[config.mk]
export PLATFORM = sky130hd
export DESIGN_NAME = gpio_pad_controller
export DESIGN_NICKNAME = d
export VERILOG_FILES = /design/src/common/gpio_pkg.sv /design/src/hw/gpio_input_sync.sv /design/src/hw/gpio_pad_controller.sv
export VERILOG_INCLUDE_DIRS = /design/src /design/src/common
export SDC_FILE = /design/constraint.sdc
export NUM_CORES = 2
export LEC_CHECK = 0
export BUFFER_PORTS_ARGS = -buffer_cell sky130_fd_sc_hd__buf_2
export CAP_MARGIN = 15
export CORE_UTILIZATION = 26
export CTS_BUF_LIST = sky130_fd_sc_hd__clkbuf_2
export CTS_CLUSTER_SIZE = 40
export DETAILED_ROUTE_END_ITERATION = 6
export PLACE_DENSITY = 0.45
export SLEW_MARGIN = 20
export SYNTH_ARGS = -nofsm -noshare
export SYNTH_HDL_FRONTEND = slang
export SYNTH_HIERARCHICAL = 1
export SYNTH_SLANG_ARGS = --single-unit
[constraint.sdc]
create_clock -name clk -period 2.59 [get_ports clk]
set_clock_uncertainty 0.15 [all_clocks]
set_input_delay 0.3885 -clock clk [delete_from_list [all_inputs] [get_ports clk]]
set_output_delay 0.3885 -clock clk [all_outputs]
set_load 0.03 [all_outputs]
[src/common/gpio_defines.svh]
// Offsets, field positions, reset values and timing counts of the pad controller
// How it works
// - Drive-enable bit 1 makes pin an output
// - Output pin drives its level bit
// - Input level resynchronized, readable in either direction
// - Receiver off means the pin is not sampled
// - Alternate-function enable hands pin to peripheral
// - Reset leaves pads tri-stated, receivers off
// - Group register set at base plus 0x80*group
// - Drive-enable set strobe sets only marked bits
// - Drive-enable clear strobe clears only marked bits
// - Level set, clear, toggle strobes act bitwise
// - On-demand sync delays an input read two cycles
// - Always-sync field keeps eight-pin synchronizers running
// - Pad config per pin byte, selector per pair
// - Drive, receiver and pull combine per table
// - Pull direction follows the output level bit
// - Enabled driver switches the pull off
// - Local port first, APB second, no waits
// - Concurrent APB access stretched by one cycle
`ifndef GPIO_DEFINES_SVH
`define GPIO_DEFINES_SVH

// ****************************************************************
// Group address map
// ****************************************************************
`define GP_GRP_LSB 7
`define GP_GRP_MSB 11
`define GP_OFF_DIR 7'h00
`define GP_OFF_DRV_SET 7'h08
`define GP_OFF_DRV_CLR 7'h04
`define GP_OFF_DRV_TGL 7'h0C
`define GP_OFF_OUT 7'h10
`define GP_OFF_LVL_SET 7'h18
`define GP_OFF_LVL_CLR 7'h14
`define GP_OFF_LVL_TGL 7'h1C
`define GP_OFF_IN 7'h20
`define GP_OFF_CTRL 7'h24
`define GP_OFF_SEL 7'h30
`define GP_OFF_CFG 7'h40

// ****************************************************************
// Decode fields of an offset
// ****************************************************************
`define GP_BANK_DIR 3'h0
`define GP_BANK_OUT 3'h1
`define GP_BANK_SEL 3'h3
`define GP_CFG_TOP 2'h2

// ****************************************************************
// Pad configuration byte fields
// ****************************************************************
`define GP_CFG_AFE 0
`define GP_CFG_RX 1
`define GP_CFG_PULL 2

// ****************************************************************
// Reset values and timing
// ****************************************************************
`define GP_RST_WORD 32'h0000_0000
`define GP_RST_BYTE 8'h00
`define GP_SYNC_CYCLES 2'h2

`endif

[src/common/gpio_pkg.sv]
// Types shared by the pad controller files
package gpio_pkg;
  // Strobe action taken from offset bits [3:2] of the direction and level banks
  typedef enum logic [1:0] {
    ACT_WRITE,
    ACT_CLEAR,
    ACT_SET,
    ACT_TOGGLE
  } strobe_act_t;
endpackage

[src/hw/gpio_input_sync.sv]
// Two-stage input synchronizer whose stages load only while enabled
`include "gpio_defines.svh"
module gpio_input_sync
  import gpio_pkg::*;
(
  // Clock and reset
  input wire logic clk,
  input wire logic rst_n,
  // Pad side
  input wire logic [31:0] pad_in,
  input wire logic [31:0] sample_en,
  // Resynchronized level
  output logic [31:0] level
);

  logic [31:0] meta_reg;
  logic [31:0] level_reg;

  // Disabled stages hold, saving toggling power; first stage feeds only the second
  always_ff @(posedge clk or negedge rst_n) begin
    if (!rst_n) begin
      meta_reg <= `GP_RST_WORD;
      level_reg <= `GP_RST_WORD;
    end else begin
      meta_reg <= (meta_reg & ~sample_en) | (pad_in & sample_en);
      level_reg <= (level_reg & ~sample_en) | (meta_reg & sample_en);
    end
  end

  assign level = level_reg;

endmodule

[src/hw/gpio_pad_controller.sv]
// Pad controller for one group of 32 pins with APB and core local port access
`include "gpio_defines.svh"
module gpio_pad_controller
  import gpio_pkg::*;
#(
  parameter logic [4:0] GROUP_INDEX = 5'h00
)(
  // Clock and reset
  input wire logic clk,
  input wire logic rst_n,
  // APB slave
  input wire logic psel,
  input wire logic penable,
  input wire logic pwrite,
  input wire logic [11:0] paddr,
  input wire logic [31:0] pwdata,
  input wire logic [3:0] pstrb,
  output logic [31:0] prdata,
  output logic pready,
  // Core local port, single cycle, read data one cycle later
  input wire logic lp_valid,
  input wire logic lp_write,
  input wire logic [11:0] lp_addr,
  input wire logic [31:0] lp_wdata,
  input wire logic [3:0] lp_be,
  output logic [31:0] lp_rdata,
  // Pads
  input wire logic [31:0] pad_in,
  output logic [31:0] pad_out,
  output logic [31:0] pad_oe,
  output logic [31:0] pad_rx_en,
  output logic [31:0] pad_pull_en,
  output logic [31:0] pad_pull_up,
  // Peripheral side
  input wire logic [31:0] periph_out,
  input wire logic [31:0] periph_oe,
  output logic [127:0] alt_function_select
);

  // ****************************************************************
  // State
  // ****************************************************************
  logic [31:0] drive_enable_reg;
  logic [31:0] level_reg;
  logic [31:0] always_sync_reg;
  logic [7:0] pad_config_reg [32];
  logic [7:0] sel_reg [16];
  logic [1:0] wait_cnt_reg;
  logic pready_reg;
  logic [31:0] prdata_reg;
  logic [31:0] lp_rdata_reg;
  logic [31:0] pad_out_reg, pad_oe_reg, rx_reg, pull_en_reg, pull_up_reg;
  logic [127:0] alt_sel_reg;

  // ****************************************************************
  // Helpers
  // ****************************************************************
  function automatic logic [31:0] lane_mask(input logic [3:0] be);
    lane_mask = {{8{be[3]}}, {8{be[2]}}, {8{be[1]}}, {8{be[0]}}};
  endfunction

  // Strobes change only marked bits and zero bits keep their value; a plain write replaces every bit of an enabled byte lane
  function automatic logic [31:0] apply(input logic [31:0] old, input logic [31:0] d,
                                         input logic [31:0] m, input strobe_act_t act);
    unique case (act)
      ACT_WRITE: apply = (old & ~m) | (d & m);
      ACT_CLEAR: apply = old & ~(d & m);
      ACT_SET: apply = old | (d & m);
      ACT_TOGGLE: apply = old ^ (d & m);
    endcase
  endfunction

  // ****************************************************************
  // Per-pin views of the configuration bytes
  // ****************************************************************
  logic [31:0] afe_vec, rx_vec, pull_vec, sync_level, always_pin;
  always_comb begin
    for (int p = 0; p < 32; p++) begin
      afe_vec[p] = pad_config_reg[p][`GP_CFG_AFE];
      rx_vec[p] = pad_config_reg[p][`GP_CFG_RX];
      pull_vec[p] = pad_config_reg[p][`GP_CFG_PULL];
    end
  end

  // Any nonzero byte of the always-sync word keeps its eight pins running
  assign always_pin = {{8{|always_sync_reg[31:24]}}, {8{|always_sync_reg[23:16]}},
                       {8{|always_sync_reg[15:8]}}, {8{|always_sync_reg[7:0]}}};

  // ****************************************************************
  // Access decode and arbitration
  // ****************************************************************
  wire [6:0] apb_off = paddr[`GP_GRP_LSB-1:0];
  wire [6:0] lp_off = lp_addr[`GP_GRP_LSB-1:0];
  wire apb_hit = paddr[`GP_GRP_MSB:`GP_GRP_LSB] == GROUP_INDEX;
  // Local port reaches only direction, level and input words
  wire lp_ok = (lp_addr[`GP_GRP_MSB:`GP_GRP_LSB] == GROUP_INDEX) && (lp_off <= `GP_OFF_IN);
  wire apb_access = psel & penable & ~pready_reg;
  wire apb_in_rd = apb_access & ~pwrite & apb_hit & (apb_off == `GP_OFF_IN);
  wire needs_sync = ~&always_pin;
  wire sync_done = wait_cnt_reg == `GP_SYNC_CYCLES;
  // Local port always wins; APB waits a cycle on collision
  wire apb_go = apb_access & ~lp_valid & (~apb_in_rd | ~needs_sync | sync_done);
  wire lp_wr = lp_valid & lp_write & lp_ok;
  wire demand = apb_in_rd & needs_sync;

  // Sampling only on pins whose configuration receiver bit is set, alternate-function pins included
  wire [31:0] sample_en = rx_vec & (always_pin | {32{demand}});

  gpio_input_sync u_sync (
    .clk(clk),
    .rst_n(rst_n),
    .pad_in(pad_in),
    .sample_en(sample_en),
    .level(sync_level)
  );

  // ****************************************************************
  // Unified write port
  // ****************************************************************
  wire wr_en = lp_wr | (apb_go & pwrite & apb_hit);
  wire [6:0] wr_off = lp_wr ? lp_off : apb_off;
  wire [31:0] wr_data = lp_wr ? lp_wdata : pwdata;
  wire [31:0] wr_mask = lane_mask(lp_wr ? lp_be : pstrb);
  wire [3:0] wr_be = lp_wr ? lp_be : pstrb;
  wire strobe_act_t wr_act = strobe_act_t'(wr_off[3:2]);
  wire dir_hit = wr_en && wr_off[6:4] == `GP_BANK_DIR;
  wire out_hit = wr_en && wr_off[6:4] == `GP_BANK_OUT;
  wire ctrl_hit = wr_en && wr_off == `GP_OFF_CTRL;
  wire cfg_hit = wr_en && wr_off[6:5] == `GP_CFG_TOP;
  wire sel_hit = wr_en && wr_off[6:4] == `GP_BANK_SEL;
  wire [31:0] drive_enable_next = apply(drive_enable_reg, wr_data, wr_mask, wr_act);
  wire [31:0] level_next = apply(level_reg, wr_data, wr_mask, wr_act);

  // Read mux; strobe words are write-only and read zero
  function automatic logic [31:0] rd_word(input logic [6:0] off);
    logic [4:0] cb;
    logic [3:0] sb;
    cb = {off[4:2], 2'h0};
    sb = {off[3:2], 2'h0};
    if (off == `GP_OFF_DIR) rd_word = drive_enable_reg;
    else if (off == `GP_OFF_OUT) rd_word = level_reg;
    else if (off == `GP_OFF_IN) rd_word = sync_level;
    else if (off == `GP_OFF_CTRL) rd_word = always_sync_reg;
    else if (off[6:5] == `GP_CFG_TOP)
      rd_word = {pad_config_reg[cb + 5'h3], pad_config_reg[cb + 5'h2],
                 pad_config_reg[cb + 5'h1], pad_config_reg[cb]};
    else if (off[6:4] == `GP_BANK_SEL)
      rd_word = {sel_reg[sb + 4'h3], sel_reg[sb + 4'h2], sel_reg[sb + 4'h1], sel_reg[sb]};
    else rd_word = `GP_RST_WORD;
  endfunction

  // ****************************************************************
  // Registers written by software
  // ****************************************************************
  always_ff @(posedge clk or negedge rst_n) begin
    if (!rst_n) begin
      drive_enable_reg <= `GP_RST_WORD;
      level_reg <= `GP_RST_WORD;
      always_sync_reg <= `GP_RST_WORD;
    end else begin
      if (dir_hit) drive_enable_reg <= drive_enable_next;
      if (out_hit) level_reg <= level_next;
      if (ctrl_hit) always_sync_reg <= apply(always_sync_reg, wr_data, wr_mask, ACT_WRITE);
    end
  end

  // Byte-wide configuration stores, one lane per byte enable
  always_ff @(posedge clk or negedge rst_n) begin
    if (!rst_n) begin
      for (int i = 0; i < 32; i++) pad_config_reg[i] <= `GP_RST_BYTE;
      for (int i = 0; i < 16; i++) sel_reg[i] <= `GP_RST_BYTE;
    end else begin
      for (int b = 0; b < 4; b++) begin
        if (cfg_hit && wr_be[b]) pad_config_reg[{wr_off[4:2], 2'(b)}] <= wr_data[8*b +: 8];
        if (sel_hit && wr_be[b]) sel_reg[{wr_off[3:2], 2'(b)}] <= wr_data[8*b +: 8];
      end
    end
  end

  // ****************************************************************
  // Bus handshakes and read data
  // ****************************************************************
  always_ff @(posedge clk or negedge rst_n) begin
    if (!rst_n) begin
      wait_cnt_reg <= 2'h0;
      pready_reg <= 1'b0;
      prdata_reg <= `GP_RST_WORD;
      lp_rdata_reg <= `GP_RST_WORD;
    end else begin
      wait_cnt_reg <= (demand && !sync_done) ? wait_cnt_reg + 2'h1 :
                      (apb_access ? wait_cnt_reg : 2'h0);
      pready_reg <= apb_go;
      if (apb_go && !pwrite) prdata_reg <= apb_hit ? rd_word(apb_off) : `GP_RST_WORD;
      // No wait states: the local port is answered on the next edge regardless
      if (lp_valid && !lp_write) lp_rdata_reg <= lp_ok ? rd_word(lp_off) : `GP_RST_WORD;
    end
  end

  // ****************************************************************
  // Pad drive, pull and receiver
  // ****************************************************************
  wire [31:0] oe_next = (drive_enable_reg & ~afe_vec) | (periph_oe & afe_vec);
  wire [31:0] out_next = (level_reg & ~afe_vec) | (periph_out & afe_vec);
  // Pull only on non-driven general pins; driver on kills the pull
  wire [31:0] pull_next = pull_vec & ~afe_vec & ~drive_enable_reg;
  wire [31:0] rx_next = rx_vec & ~afe_vec;

  always_ff @(posedge clk or negedge rst_n) begin
    if (!rst_n) begin
      pad_oe_reg <= `GP_RST_WORD;
      pad_out_reg <= `GP_RST_WORD;
      rx_reg <= `GP_RST_WORD;
      pull_en_reg <= `GP_RST_WORD;
      pull_up_reg <= `GP_RST_WORD;
    end else begin
      pad_oe_reg <= oe_next;
      pad_out_reg <= out_next;
      rx_reg <= rx_next;
      pull_en_reg <= pull_next;
      pull_up_reg <= level_reg;
    end
  end

  // Even pin takes the low nibble of its pair's byte, odd pin the high nibble
  always_ff @(posedge clk or negedge rst_n) begin
    if (!rst_n) begin
      alt_sel_reg <= {4{`GP_RST_WORD}};
    end else begin
      for (int p = 0; p < 32; p++) alt_sel_reg[4*p +: 4] <= sel_reg[p/2][4*(p%2) +: 4];
    end
  end

  assign prdata = prdata_reg;
  assign pready = pready_reg;
  assign lp_rdata = lp_rdata_reg;
  assign pad_out = pad_out_reg;
  assign pad_oe = pad_oe_reg;
  assign pad_rx_en = rx_reg;
  assign pad_pull_en = pull_en_reg;
  assign pad_pull_up = pull_up_reg;
  assign alt_function_select = alt_sel_reg;
endmodule

# Word level (Yosys, flattened, before mapping)
# Cells that the tools add are included.
# Widths: inputs -> output; s select.
[totals]
in_bits = 199
ff_bits = 899
word_cells = 347
out_inout_bits = 353
[classes]
mux = 101
n_bitwise = 78
reduce_logical = 40
n_lt_le_gt_ge = 33
eq_ne = 19
n_addsub = 13
[op_table]
columns = ["operator", "count"]
rows = [
  ["$bwmux 256", 4],
  ["$mux 256", 4],
  ["$and 32x32->32", 18],
  ["$bwmux 128", 4],
  ["$mux 128", 4],
  ["$mux 32", 15],
  ["$bmux 8 s5", 8],
  ["$mux 8", 40],
  ["$or 32x32->32", 10],
  ["$bmux 8 s4", 8],
  ["$pmux 32 s4", 2],
  ["$demux 8 s5", 4],
  ["$not 32->32", 5],
  ["$demux 8 s4", 4],
  ["$ge 6x6->1 const B", 12],
  ["$not 5->6", 12],
  ["$xor 32x32->32", 2],
  ["$ge 5x5->1 const B", 12],
  ["$not 4->5", 12],
  ["$eq 7x6->1 const B", 5],
  ["$reduce_or 8->1", 4],
  ["$logic_and 1x1->1", 25],
  ["$lt 6x1->1 const B", 4],
  ["$add 5x2->5 const B", 4],
  ["other kinds (24)", 62],
]

# Longest topological paths before layout
[depth]
depth_word = 21
ltp_mapped = 14
ltp_nobuf = 10

# Hierarchy
# Netlist, hierarchy kept.
[by_module_without_submodules]
columns = ["mod", "instances", "area_each_um2", "cells_each"]
rows = [
  ["gpio_pad_controller", 1, 36937.9, 2790],
  ["gpio_input_sync", 1, 2322.2, 128],
]

# Worst setup path after synthesis
# OpenSTA, ideal clock, no wires.
[synth_path]
path_type = "input -> register"
start = "input lp_addr[4]"
end = "register drive_enable_reg[14]"
path_buffers = 4
arrival_time_ps = 2954
required_ps = 2314
path_slack_ps = -640
cell_stages = 13
cell_sequence = "clkbuf_1 -> o31a_1 -> nor2_1 -> clkbuf_1 -> nand2_1 -> clkbuf_1 -> buf_1 -> mux2i_1 -> nor2_1 -> inv_1 -> ha_1 -> a211oi_1 -> a221o_1"
[synth_via]
elab_chain_cells = 8
[synth_lines]
columns = ["element", "line", "text"]
rows = [
  ["from (decl)", "gpio_pad_controller.sv:23", "input wire logic [11:0] lp_addr,"],
  ["$le 7x6->1 (no source line)", "n/a", ""],
  ["$logic_and 1x1->1", "gpio_pad_controller.sv:96", "wire lp_ok = (lp_addr[`GP_GRP_MSB:`GP_GRP_LSB] == GROUP_INDEX) && (lp_off <= `GP_OFF_IN);"],
  ["$and 1x1->1", "gpio_pad_controller.sv:103", "wire lp_wr = lp_valid & lp_write & lp_ok;"],
  ["$mux 32 / $mux 4 (equally long branches)", "gpio_pad_controller.sv:122, gpio_pad_controller.sv:123", ""],
  ["$and 32x32->32 / $not 32->32 (equally long branches)", "n/a", ""],
  ["$not 32->32 / $and 32x32->32 (equally long branches)", "gpio_pad_controller.sv:67, gpio_pad_controller.sv:66", ""],
  ["$and 32x32->32 / $or 32x32->32 (equally long branches)", "gpio_pad_controller.sv:67, gpio_pad_controller.sv:66", ""],
  ["$pmux 32 s4", "gpio_pad_controller.sv:65", "unique case (act)"],
  ["to (signal assigned)", "gpio_pad_controller.sv:157", "drive_enable_reg <= `GP_RST_WORD;"],
  ["to (signal assigned)", "gpio_pad_controller.sv:161", "if (dir_hit) drive_enable_reg <= drive_enable_next;"],
  ["to (decl)", "gpio_pad_controller.sv:43", "logic [31:0] drive_enable_reg;"],
]
# Several ways; a longest one is shown, not always the timed one.
# A chain may end at the register's enable or synchronous reset.

# Worst setup path after layout
[layout_path]
start = "input lp_addr[1]"
end = "register pad_config_reg (netlist bit afe_vec[25])"
[layout_via]
elab_chain_cells = 17
[layout_lines]
columns = ["element", "line", "text"]
rows = [
  ["$le 7x6->1 (no source line) (*)", "n/a", ""],
  ["$logic_and 1x1->1 (*)", "gpio_pad_controller.sv:96", ""],
  ["$and 1x1->1 (*)", "gpio_pad_controller.sv:103", ""],
  ["$mux 7", "gpio_pad_controller.sv:121", "wire [6:0] wr_off = lp_wr ? lp_off : apb_off;"],
  ["$not 5->6 (not written as such)", "gpio_pad_controller.sv:174", "if (cfg_hit && wr_be[b]) pad_config_reg[{wr_off[4:2], 2'(b)}] <= wr_data[8*b +: 8];"],
  ["$ge 6x6->1 (not written as such) / $lt 6x1->1 (equally long branches)", "gpio_pad_controller.sv:174", ""],
  ["$logic_and 1x1->1 (not written as such)", "gpio_pad_controller.sv:174", ""],
  ["$mux 8 (not written as such)", "gpio_pad_controller.sv:174", ""],
  ["$demux 8 s5", "gpio_pad_controller.sv:174", ""],
  ["$bwmux 256", "gpio_pad_controller.sv:174", ""],
  ["$mux 256", "gpio_pad_controller.sv:174", ""],
  ["$bwmux 256", "gpio_pad_controller.sv:174", ""],
  ["$mux 256", "gpio_pad_controller.sv:174", ""],
  ["$bwmux 256", "gpio_pad_controller.sv:174", ""],
  ["$mux 256", "gpio_pad_controller.sv:174", ""],
  ["$bwmux 256", "gpio_pad_controller.sv:174", ""],
  ["$mux 256 (*)", "gpio_pad_controller.sv:174", ""],
  ["to (signal, indexed assignment)", "gpio_pad_controller.sv:174", ""],
  ["to (decl)", "gpio_pad_controller.sv:46", "logic [7:0] pad_config_reg [32];"],
]
# Every way passes the cells marked *; elsewhere a longest branch is shown, timed or not.

==> results.yml <==
setup_path:
  cp.arrival_ns: 4.61
  reg2reg_setup_slack_ns: -0.05
  startpoint_type: "input port"
  end_kind: "flop"
  path_class: "input port to flop"
  crit_fanout: 8
  cp.required_ns: 3.97
power_and_ir_drop:
  p_per_area_mw_per_mm2: 454
  ir_drop_uv: 291
  finalPower_mw: 28.3
  leakage_nw: 30.2
sta:
  setup_ws_ns: -0.647
  min_period_ns: 3.24
  maxSlewHeadroom: 0.153
  post-route-period-util: 1.25
  rsz0062_at_grt: "yes"
  setup_viol: 778
  worst_pin_slew_ns: 1.27
  max_freq_mhz: 309
  timing.hold.ws_ns: 0.111
  finalHoldViolCount: 0
  drv_slew: 0
detailed_routing:
  vias: 33291
  via_per_inst: 4.81
  first_iter_violations: 1935
  drc: 0
  final_antenna_net_count: 0
  first_pass_iters: 5
  routed_wl_mm: 182
  wl_per_cell_um: 26.3
synthesis:
  synthesis.nets: 3182
  yosys_warnings: 6
  ys_ff_latch: 899
  ys_seq_area_frac: 0.573
  netlist_area_mm2: 0.0393
  synthDistinctLibCells: 56
  avgSynthCellArea_um2: 13.5
  syn_inst: 2918
  synth_ff_type: "dfrtp_1"
  synth_edf_count: 0
  async_flop_share: 1.00
layout:
  area_growth_pct: 58.8
  fin_area_mm2: 0.0623
  fin_nets: 4967
  drive_gt1_frac: 0.491
  n_fill_cell: 14197
placement:
  pre_cts_slack_ns: -0.642
  gp_congestion: 0.879
  hpwl_mm: 126
  place_area_mm2: 0.0489
  portBuffers: 551
run_status:
  violations: "negative setup slack"
  status: "finished, violations left"
floorplan:
  design.core.area_mm2: 0.150
  boundaryPins: 552
  die_area_mm2: 0.153
  chipWidth_um: 391
  initial_core_util: 0.262
  rows: 142
  chipHeight_um: 391
grt:
  grt.met1_usage: 0.299
  grt_overflow_total: 0
  grt_pass1_wl_mm: 256
  use_met3: 0.0551
  antenna_found_initial: 29
  grt_use_total: 0.235
  grt_pass1_vias: 35227
  grt_max_degree: 99
  met2_usage: 0.383
  grt.busiest_layer: "met2"
clock_network:
  clk_path_buf_depth: 4
  numCtsBuffers: 281
  cts_max_level: 5
  clock-root-buffer: "clkbuf_2"
  clock-sinks: 899
  tritoncts: "done"
  clk-insertion-delay-late_ns: 1.79
  path_clk_slew_ns: 0.10
flow_run:
  max-cap-violations: 0
hold_path:
  hold_path.class: "input port to flop"
[routing by layer]
metal	vias up	wire, um
li1	14597	-
met1	17142	77800
met2	1230	86600
met3	312	11100
met4	10	6600
met5	-	70
[placed cells by master, fill, tap and decap left out, types with 39 or more instances in the layout]
cell / count
mux4_2: 96
dfrtp_1: 891
clkinv_1: 39
buf_12: 128
dlygate4sd3_1: 571
nor2_1: 44
ha_1: 58
mux2_2: 445
mux2_4: 79
buf_4: 355
mux2i_1: 103
buf_2: 196
o21ai_0: 98
nand2_1: 121
a21oi_1: 113
clkbuf_2: 402
o211ai_1: 96
buf_6: 393
[repair_timing]
| action | in CTS | in global routing |
|---|---|---|
| setup endpoints to repair | 427 | 829 |
| cloned | 5 | 9 |
| hold endpoints to repair | 1574 | 439 |
| pin swaps | 10 | 62 |
| gates resized for setup | 759 | 392 |
| hold buffers | 580 | 16 |
| setup buffers | 29 | 83 |
[worst paths after layout]
kind / endpoint / startpoint / cells after the start
max in group asynchronous: asynchronous set/reset pin / rst_n / 7
min in group asynchronous: asynchronous set/reset pin / rst_n / 6
worst min-delay path: wait_cnt_reg[1] / paddr[2] / 8
worst min register to register: alt_function_select[6] / sel_reg[126] / 0
worst max register to register: sel_reg[61] / pready / 11
worst max-delay path: afe_vec[25] / lp_addr[1] / 13
[logic make-up after synthesis]
group                      after synthesis  share of synthesized area
DFF                                    899                      0.573
and+or+nand+nor                        491                     0.0627
muxes                                  726                      0.232
AOI/OAI and AO/OA                      540                     0.0922
adders and majority gates               65                     0.0207
buffers and inverters                  197                     0.0191
[cell type report]
class,instances,area (um^2),share of cell area
Antenna cell,25,62.6,0.00100
Clock buffer,401,2010,0.0322
Clock inverter,55,270,0.00434
Inverter,17,66.3,0.00106
Multi-Input combinational cell,1822,17800,0.286
Sequential cell,899,22500,0.361
Tap cell,2016,2520,0.0405
Timing Repair Buffer,1682,17100,0.274
[cells in the mapped netlist, types with 32 or more instances]
master | number | share of area
dfrtp_1 | 899 | 0.57
mux2_2 | 524 | 0.15
nand2_1 | 191 | 0.018
clkbuf_1 | 152 | 0.015
o21ai_0 | 141 | 0.018
a21oi_1 | 114 | 0.015
mux2i_1 | 106 | 0.027
mux4_2 | 96 | 0.055
o211ai_1 | 96 | 0.018
nor2_1 | 75 | 0.0072
nor2b_1 | 74 | 0.012
ha_1 | 65 | 0.021
nand2b_1 | 42 | 0.0067
nor3b_1 | 34 | 0.0065
a22o_1 | 32 | 0.0071
[power breakdown]
part	switching (mW)	internal, mW	leakage, nW
logic	1.71	1.49	15.9
clock network	6.52	4.29	1.81
registers	0.169	14.1	12.5
total	8.40	19.9	30.2
[through the flow]
step | instances | setup TNS (ns) | utilization
global placement | 5740 | -235.57 | 0.327
finish | 6917 | -133.04 | 0.416
floorplan | 2918 | -43.10 | -
detailed placement | 5740 | -245.85 | 0.327
CTS | 6809 | -187.91 | 0.399
global route | 6907 | -198.15 | 0.416
[critical path, stage by stage]
cell	delay, ns
buf_2	0.13
dlygate4sd3_1	0.70
o31a_1	0.40
nor2_4	0.17
dlygate4sd3_1	0.61
buf_4	0.15
nand4b_1	0.11
dlygate4sd3_1	0.62
a21oi_1	0.42
buf_4	0.23
nor2b_4	0.17
buf_12	0.15
mux2_2	0.33
Note: power is estimated with default switching activity, not from simulation.
